**src/verilog/sig_alloc_pkg.sv**
```systemverilog
// Constants, types and factory settings of the sequence signal allocation
package sig_alloc_pkg;

  localparam int DIGIT_W = 4;
  localparam int REG_W = 16;
  localparam int DIGITS = 4;
  localparam int NUM_OUT_PINS = 3;
  localparam int NUM_IN_PINS = 7;
  localparam int NUM_IN_SIGS = 7;
  localparam int NUM_OUT_SIGS = 10;
  localparam int IDX_W = 3;

  // Register indices on the parameter port
  localparam logic [2:0] IDX_INPUT_MAP_A = 3'h0;
  localparam logic [2:0] IDX_INPUT_MAP_B = 3'h1;
  localparam logic [2:0] IDX_OUTPUT_MAP_A = 3'h2;
  localparam logic [2:0] IDX_OUTPUT_MAP_B = 3'h3;
  localparam logic [2:0] IDX_OUTPUT_MAP_C = 3'h4;
  localparam logic [2:0] IDX_OUTPUT_INVERT = 3'h5;

  // Factory settings
  localparam logic [15:0] RST_INPUT_MAP_A = 16'h2100;
  localparam logic [15:0] RST_INPUT_MAP_B = 16'h6543;
  localparam logic [15:0] RST_OUTPUT_MAP_A = 16'h3211;
  localparam logic [15:0] RST_OUTPUT_MAP_B = 16'h0000;
  localparam logic [15:0] RST_OUTPUT_MAP_C = 16'h0000;
  localparam logic [15:0] RST_OUTPUT_INVERT = 16'h0000;

  // Digit codes
  localparam logic [3:0] OUT_UNUSED = 4'h0;
  localparam logic [3:0] FREE_ALLOC_ON = 4'h1;
  localparam logic [3:0] IN_ALWAYS_ON = 4'h7;
  localparam logic [3:0] IN_ALWAYS_OFF = 4'h8;
  localparam logic [3:0] IN_INV_BASE = 4'h9;

  typedef enum logic [1:0] {
    MODE_POSITION,
    MODE_SPEED,
    MODE_TORQUE
  } ctrl_mode_type;

  typedef enum logic [0:0] {
    BOOT_LOAD,
    RUN
  } boot_state_type;

  // Internal status signals, true when active
  typedef struct packed {
    logic pulse_mult_ack;
    logic near_position;
    logic warning_out;
    logic brake_release;
    logic speed_limited;
    logic torque_limited;
    logic servo_ready_out;
    logic rotation_detect;
    logic speed_match;
    logic positioning_done;
  } status_type;

  // Command inputs after allocation, true when ON
  typedef struct packed {
    logic rev_torque_limit_in;
    logic fwd_torque_limit_in;
    logic alarm_reset_in;
    logic rev_prohibit_in;
    logic fwd_prohibit_in;
    logic prop_op_in;
    logic servo_on_in;
  } seq_in_type;

  typedef struct packed {
    logic [15:0] output_invert;
    logic [15:0] output_map_c;
    logic [15:0] output_map_b;
    logic [15:0] output_map_a;
    logic [15:0] input_map_b;
    logic [15:0] input_map_a;
  } cfg_type;

endpackage
```
**src/verilog/out_pin_driver.sv**
```systemverilog
// One output pin pair: OR of routed signals, then polarity inversion
`timescale 1ns/1ns
module out_pin_driver #(
  parameter int N = 10
) (
  input wire logic sys_clk,
  input wire logic arst_n,
  input wire logic [N-1:0] routed,
  input wire logic invert,
  output logic pin_on
);

  logic pin_next;

  always_comb begin
    // Nothing routed leaves the OR low, the inactive level
    pin_next = (|routed) ^ invert;
  end

  always_ff @(posedge sys_clk or negedge arst_n) begin
    if (!arst_n) begin
      pin_on <= 1'b0;
    end else begin
      pin_on <= pin_next;
    end
  end

endmodule

```
**src/verilog/sig_alloc.sv**
```systemverilog
// Sequence I/O signal allocation between internal signals and connector
`timescale 1ns/1ns
// Operation
// - Output digit 1, 2, 3 picks pin pair one to three; 0 leaves unused.
// - Output map A digits route positioning, speed match, rotation, ready.
// - Map B routes limits, brake, warning; map C near and pulse ack.
// - Signals sharing one output pin pair are ORed together.
// - Signals not evaluated in the current control mode count as inactive.
// - Invert register bits 0 to 2 invert pin pairs one to three.
// - New allocation settings apply only after a power cycle.
// - Input map A digit 0 set to 1 enables free input allocation.
// - Input map A digit 1 places servo_on_in; 0 first pin, 5 sixth.
// - Input map B digit 2 places fwd_torque_limit_in; 5 sixth, 0 first.
// - Sink wiring reads low as ON; source wiring reverses that.
// - All sequence input states are readable as input_monitor.
module sig_alloc (
  input wire logic sys_clk,
  input wire logic arst_n,
  input wire logic param_wr,
  input wire logic [2:0] param_idx,
  input wire logic [15:0] param_wdata,
  input wire logic power_cycle,
  input wire logic wiring_source,
  input wire logic [sig_alloc_pkg::NUM_IN_PINS-1:0] in_pin,
  input wire sig_alloc_pkg::ctrl_mode_type ctrl_mode,
  input wire sig_alloc_pkg::status_type status,
  output logic [15:0] param_rdata,
  output logic [15:0] active_rdata,
  output logic cfg_loaded,
  output sig_alloc_pkg::seq_in_type seq_in,
  output sig_alloc_pkg::seq_in_type input_monitor,
  output logic [sig_alloc_pkg::NUM_OUT_PINS-1:0] out_pin_on
);

  localparam int NO = sig_alloc_pkg::NUM_OUT_SIGS;
  localparam int NI = sig_alloc_pkg::NUM_IN_SIGS;

  function automatic logic [3:0] digit_of(input logic [15:0] v,
                                         input int d);
    digit_of = v[d*sig_alloc_pkg::DIGIT_W +: sig_alloc_pkg::DIGIT_W];
  endfunction

  // Resolve one input digit against the ON levels of the pins
  function automatic logic in_select(input logic [3:0] dig,
                                     input logic [6:0] on);
    logic [3:0] idx;
    idx = 4'h0;
    if (dig < sig_alloc_pkg::IN_ALWAYS_ON) begin
      in_select = on[dig[2:0]];
    end else if (dig == sig_alloc_pkg::IN_ALWAYS_ON) begin
      in_select = 1'b1;
    end else if (dig == sig_alloc_pkg::IN_ALWAYS_OFF) begin
      in_select = 1'b0;
    end else begin
      idx = dig - sig_alloc_pkg::IN_INV_BASE;
      in_select = ~on[idx[2:0]];
    end
  endfunction

  // Reset loads a plain constant so the async branch stays glitch free
  localparam sig_alloc_pkg::cfg_type FACTORY_CFG = {
    sig_alloc_pkg::RST_OUTPUT_INVERT, sig_alloc_pkg::RST_OUTPUT_MAP_C,
    sig_alloc_pkg::RST_OUTPUT_MAP_B, sig_alloc_pkg::RST_OUTPUT_MAP_A,
    sig_alloc_pkg::RST_INPUT_MAP_B, sig_alloc_pkg::RST_INPUT_MAP_A};

  function automatic logic [15:0] cfg_word(input sig_alloc_pkg::cfg_type c,
                                           input logic [2:0] idx);
    case (idx)
      sig_alloc_pkg::IDX_INPUT_MAP_A: cfg_word = c.input_map_a;
      sig_alloc_pkg::IDX_INPUT_MAP_B: cfg_word = c.input_map_b;
      sig_alloc_pkg::IDX_OUTPUT_MAP_A: cfg_word = c.output_map_a;
      sig_alloc_pkg::IDX_OUTPUT_MAP_B: cfg_word = c.output_map_b;
      sig_alloc_pkg::IDX_OUTPUT_MAP_C: cfg_word = c.output_map_c;
      sig_alloc_pkg::IDX_OUTPUT_INVERT: cfg_word = c.output_invert;
      default: cfg_word = 16'h0000;
    endcase
  endfunction

  // Saved settings and the settings that steer the routing
  sig_alloc_pkg::cfg_type saved_reg, saved_next;
  sig_alloc_pkg::cfg_type active_reg, active_next;
  sig_alloc_pkg::boot_state_type boot_reg, boot_next;
  logic [15:0] rdata_next, active_rdata_next;
  logic loaded_next;

  always_comb begin
    saved_next = saved_reg;
    if (param_wr) begin
      case (param_idx)
        sig_alloc_pkg::IDX_INPUT_MAP_A: saved_next.input_map_a = param_wdata;
        sig_alloc_pkg::IDX_INPUT_MAP_B: saved_next.input_map_b = param_wdata;
        sig_alloc_pkg::IDX_OUTPUT_MAP_A:
          saved_next.output_map_a = param_wdata;
        sig_alloc_pkg::IDX_OUTPUT_MAP_B:
          saved_next.output_map_b = param_wdata;
        sig_alloc_pkg::IDX_OUTPUT_MAP_C:
          saved_next.output_map_c = param_wdata;
        sig_alloc_pkg::IDX_OUTPUT_INVERT:
          saved_next.output_invert = param_wdata;
        default: saved_next = saved_reg;
      endcase
    end
    // Writes land in the saved copy only; routing keeps the active copy
    active_next = active_reg;
    boot_next = boot_reg;
    case (boot_reg)
      sig_alloc_pkg::BOOT_LOAD: begin
        active_next = saved_reg;
        boot_next = sig_alloc_pkg::RUN;
      end
      sig_alloc_pkg::RUN: begin
        if (power_cycle) begin
          boot_next = sig_alloc_pkg::BOOT_LOAD;
        end
      end
      default: boot_next = sig_alloc_pkg::BOOT_LOAD;
    endcase
    loaded_next = (boot_next == sig_alloc_pkg::RUN);
    rdata_next = cfg_word(saved_next, param_idx);
    active_rdata_next = cfg_word(active_next, param_idx);
  end

  // Saved copy survives power_cycle, as a stored parameter would
  always_ff @(posedge sys_clk or negedge arst_n) begin
    if (!arst_n) begin
      saved_reg <= FACTORY_CFG;
      active_reg <= FACTORY_CFG;
      boot_reg <= sig_alloc_pkg::BOOT_LOAD;
      param_rdata <= 16'h0000;
      active_rdata <= 16'h0000;
      cfg_loaded <= 1'b0;
    end else begin
      saved_reg <= saved_next;
      active_reg <= active_next;
      boot_reg <= boot_next;
      param_rdata <= rdata_next;
      active_rdata <= active_rdata_next;
      cfg_loaded <= loaded_next;
    end
  end

  // Input side
  logic [sig_alloc_pkg::NUM_IN_PINS-1:0] pin_on;
  logic [15:0] in_map_a, in_map_b;
  logic [NI*4-1:0] in_digits;
  logic [NI-1:0] in_vec;
  sig_alloc_pkg::seq_in_type seq_in_next;

  always_comb begin
    pin_on = wiring_source ? in_pin : ~in_pin;
    // Fixed allocation falls back to the factory map
    if (digit_of(active_reg.input_map_a, 0) == sig_alloc_pkg::FREE_ALLOC_ON)
    begin
      in_map_a = active_reg.input_map_a;
      in_map_b = active_reg.input_map_b;
    end else begin
      in_map_a = sig_alloc_pkg::RST_INPUT_MAP_A;
      in_map_b = sig_alloc_pkg::RST_INPUT_MAP_B;
    end
    // Input map A digit 0 is the mode switch, so signals start at digit 1
    in_digits = {in_map_b, in_map_a[15:4]};
    for (int i = 0; i < NI; i++) begin
      in_vec[i] = in_select(in_digits[i*4 +: 4], pin_on);
    end
    seq_in_next = sig_alloc_pkg::seq_in_type'(in_vec);
  end

  always_ff @(posedge sys_clk or negedge arst_n) begin
    if (!arst_n) begin
      seq_in <= '0;
      input_monitor <= '0;
    end else begin
      seq_in <= seq_in_next;
      input_monitor <= seq_in_next;
    end
  end

  // Output side
  sig_alloc_pkg::status_type valid_sig;
  logic [NO*4-1:0] out_digits;
  logic [NO-1:0] routed [sig_alloc_pkg::NUM_OUT_PINS];

  always_comb begin
    valid_sig = status;
    // Signals without meaning in this mode are dropped before the OR
    if (ctrl_mode != sig_alloc_pkg::MODE_POSITION) begin
      valid_sig.positioning_done = 1'b0;
      valid_sig.near_position = 1'b0;
    end
    if (ctrl_mode != sig_alloc_pkg::MODE_SPEED) begin
      valid_sig.speed_match = 1'b0;
    end
    if (ctrl_mode != sig_alloc_pkg::MODE_TORQUE) begin
      valid_sig.speed_limited = 1'b0;
    end
    out_digits = {digit_of(active_reg.output_map_c, 2),
                  digit_of(active_reg.output_map_c, 0),
                  active_reg.output_map_b,
                  active_reg.output_map_a};
    for (int p = 0; p < sig_alloc_pkg::NUM_OUT_PINS; p++) begin
      for (int s = 0; s < NO; s++) begin
        // Digit 0 matches no pin, leaving the signal unused
        routed[p][s] = valid_sig[s] &&
          (out_digits[s*4 +: 4] == 4'(p + 1));
      end
    end
  end

  // Brake inversion is not blocked; that stays a configuration choice
  generate
    for (genvar g = 0; g < sig_alloc_pkg::NUM_OUT_PINS; g++) begin : g_pin
      out_pin_driver #(
        .N(NO)
      ) u_drv (
        .sys_clk(sys_clk),
        .arst_n(arst_n),
        .routed(routed[g]),
        .invert(active_reg.output_invert[g]),
        .pin_on(out_pin_on[g])
      );
    end
  endgenerate

endmodule

```
**config.mk**
```make
export PLATFORM = sky130hd
export DESIGN_NAME = sig_alloc
export DESIGN_NICKNAME = d
export VERILOG_FILES = /design/src/verilog/sig_alloc_pkg.sv /design/src/verilog/out_pin_driver.sv /design/src/verilog/sig_alloc.sv
export SDC_FILE = /design/constraint.sdc
export NUM_CORES = 1
export LEC_CHECK = 0
export ABC_CLOCK_PERIOD_IN_PS = 2120
export BUFFER_PORTS_ARGS = -buffer_cell sky130_fd_sc_hd__buf_4
export CAP_MARGIN = 20
export CORE_UTILIZATION = 30
export DETAILED_ROUTE_END_ITERATION = 8
export GPL_ROUTABILITY_DRIVEN = 0
export PLACE_DENSITY = 0.56
export SLEW_MARGIN = 20
export SYNTH_ARGS = -nofsm -noshare
export SYNTH_HDL_FRONTEND = slang
export SYNTH_HIERARCHICAL = 1
export SYNTH_SLANG_ARGS = --single-unit
```
**constraint.sdc**
```tcl
create_clock -name sys_clk -period 2.12 [get_ports sys_clk]
set_input_delay 0.318 -clock sys_clk [delete_from_list [all_inputs] [get_ports sys_clk]]
set_output_delay 0.318 -clock sys_clk [all_outputs]
set_load 0.01 [all_outputs]
```
==> results.cfg <==
[layout]
syn_to_final_growth_pct = 20.42
nFillCells = 3779
final_common_cell = dfrtp_1
final_cell_mix = dfrtp_1, mux2_2, buf_4
nets = 1131
drive_gt1_share_pct = 39.50

[synthesis]
synthFlopType = dfrtp_1
synth_area_sq_mm = 0.01168
synthTopCellsByArea = dfrtp_1, mux2_2, dfstp_2, nand2_1, mux2i_1
ys_types = 80
ys_warn_count = 6
syn_inst = 973
syn_nets = 1016
synth-edff-count = 0
avgSynthCellArea_sq_um = 12.01
async_flop_share_pct = 100.0
yosysTopAreaCell = dfrtp_1
synth-seq-area-share_pct = 50.63
yosysTopAreaCellShare_pct = 44.33
synth_seq_cells = 235

[worst_setup_path]
required_ps = 2600
ff2ff_path_depth = 5
slowest_stage = a2111oi_0
critPathMaxFanout = 23
r2r_slack_ps = 170
cp-start-kind = flop
startpoint = active_reg[1]
critPathCapture = input_monitor[5]
r2r-start = active_reg[1]
r2r_end = input_monitor[5]
max_stage_delay_ps = 490
critical_path.cell_chain = nor4b_4 > buf_4 > nand3_1 > a2111oi_0 > a211o_1
end_kind = flop
crit_type = flop to flop
crit_arrival_ps = 2430

[pwr]
switching_share_pct = 31.91
vdd_ir_drop_max_mv = 0.6806
pwr-share-comb_pct = 24.0
power_density_mw_per_mm2 = 1066
p_seq_share_pct = 46.3
power_leakage_nw = 5.964
p_switching_mw = 4.786
p_int_mw = 10.21
fin_total_pwr_mw = 15.00
p_clk_share_pct = 29.7

[timing]
slew_violations = 0
finalHoldViolations = 0
skew_ps = 10.28
rsz0062_at_grt = false
finalCritPeriodShare_pct = 92.10
tns_ps = 0
max-slew-margin-rel_pct = 55.01
fmax_mhz = 512.2
worstMarginPinSlew_ps = 668.7
finalCriticalPeriod_ps = 1953
setup_viol = 0
hold_slack_ps = 60.17

[routing]
drc = 0
num_vias = 8597
drtPass1Iterations = 6
drt_iter0_drc = 593
wl_per_cell_microns = 22.72
viasPerCell = 5.304
wirelength_mm = 36.82
ant_nets = 0

[floorplanning]
rows = 71
ios = 93
fp.dieW_microns = 199.3
start_util_pct = 30.73
coreArea_sq_mm = 0.03802
dieHeight_microns = 199.3
dieArea_sq_mm = 0.03974

[clock_tree]
clkTransAtPathRegs_ps = 60
h-tree-depth = 1
clk_latency_ps = 540
ctsLongestPathBuffers = 3
clock_sinks = 235
tritoncts = yes
cts_buffers = 27
cts_resized = 0
cts_setup_buffers = 0
root_buffer = clkbuf_16

[grt]
grt_pass1_wl_mm = 55.70
grt_pass1_vias = 8684
grt_overflow = 0
grt_max_degree = 74
track_usage_pct = 18.79
antenna_found_initial = 1

[run]
cap_violations = 0

[outcome]
status = finished clean

[place]
portBuffers = 92
hpwl_mm = 26.21

[worst_hold_path]
hp-class = input pin to flop
## cells in the mapped netlist, drive strengths merged (11+ instances only)
| master | count |
|---|---|
| nor2 | 45 |
| a21oi | 29 |
| nor4 | 11 |
| o21ai | 30 |
| nand3 | 26 |
| buf | 47 |
| dfrtp | 207 |
| a22oi | 30 |
| inv | 11 |
| mux2i | 25 |
| nor3 | 18 |
| xor2 | 16 |
| a221o | 12 |
| clkbuf | 26 |
| nand2 | 70 |
| mux2 | 195 |
| dfstp | 28 |
## critical path: cells and delay by family (launching register included)
kind | cells | cell delay [ps]
AOI/OAI and AO/OA | 2 | 650
and+or+nand+nor | 2 | 450
DFF | 1 | 440
buffers and inverters | 1 | 340
## per-layer routing
metal	wire, microns	vias up	global-route usage [%]
met3	2574	45	4.068
met5	0	-	0
met2	16900	304	29.54
met4	551	0	3.534
met1	16800	4412	26.60
li1	-	3836	-
## cell type report
class	count	area [sq um]	area share, %
Sequential cell	235	5919	42.07
Multi-Input combinational cell	652	5344	37.98
Timing Repair Buffer	159	1269	9.017
Clock buffer	41	788.3	5.603
Tap cell	511	639.4	4.544
Clock inverter	9	58.81	0.4180
Inverter	13	48.80	0.3468
Antenna cell	1	2.502	0.01779
## metrics by stage
| stage | setup slack, ps | utilization, % | instances | cell area [sq um] |
|---|---|---|---|---|
| floorplan | 288.5 | - | 973 | 11680 |
| global placement | 202.2 | 34.72 | 1568 | 13200 |
| detailed placement | 153.6 | 34.72 | 1568 | 13200 |
| CTS | 201.9 | 37.00 | 1620 | 14070 |
| global route | 92.78 | 37.00 | 1620 | 14070 |
| finish | 167.5 | 37.00 | 1621 | 14070 |
## repair_timing
item | 4_1_cts | 5_1_grt
hold buffers | 2 | 0
endpoints found under the setup margin | 0 | 0
hold endpoints to repair | 30 | 0
## power groups by stage
stage	logic (mW)	clock network (mW)	registers, mW
2_1_floorplan	2.54	0	6.42
3_3_place_gp	3.53	0	6.97
3_5_place_dp	3.58	0	7.00
4_1_cts	3.60	4.54	6.93
5_1_grt	3.92	4.72	7.10
6_report	3.59	4.45	6.95
## worst min-delay path by stage
stage / slack, ps / depth (start not counted) / start / to
after floorplan: 20 / 0 / arst_n / active_rdata[0]
after global placement: 230 / 1 / arst_n / active_rdata[8]
after detailed placement: 240 / 1 / arst_n / input_monitor[3]
after CTS: 40 / 3 / param_wdata[13] / saved_reg[29]
after global routing: 60 / 3 / param_wdata[13] / saved_reg[29]
final: 60 / 3 / param_wdata[13] / saved_reg[29]
## cell families (layout without fill, tap and decap cells)
logic type,Yosys count,after routing,synth area share (%)
buf+inv,86,222,3.695
xor+xnor,26,26,2.463
mux,227,227,22.29
other cells,0,1,0
flops,235,235,50.63
simple gates,231,231,10.55
compound gates,168,168,10.38
Power figures use the tool's default switching activity.
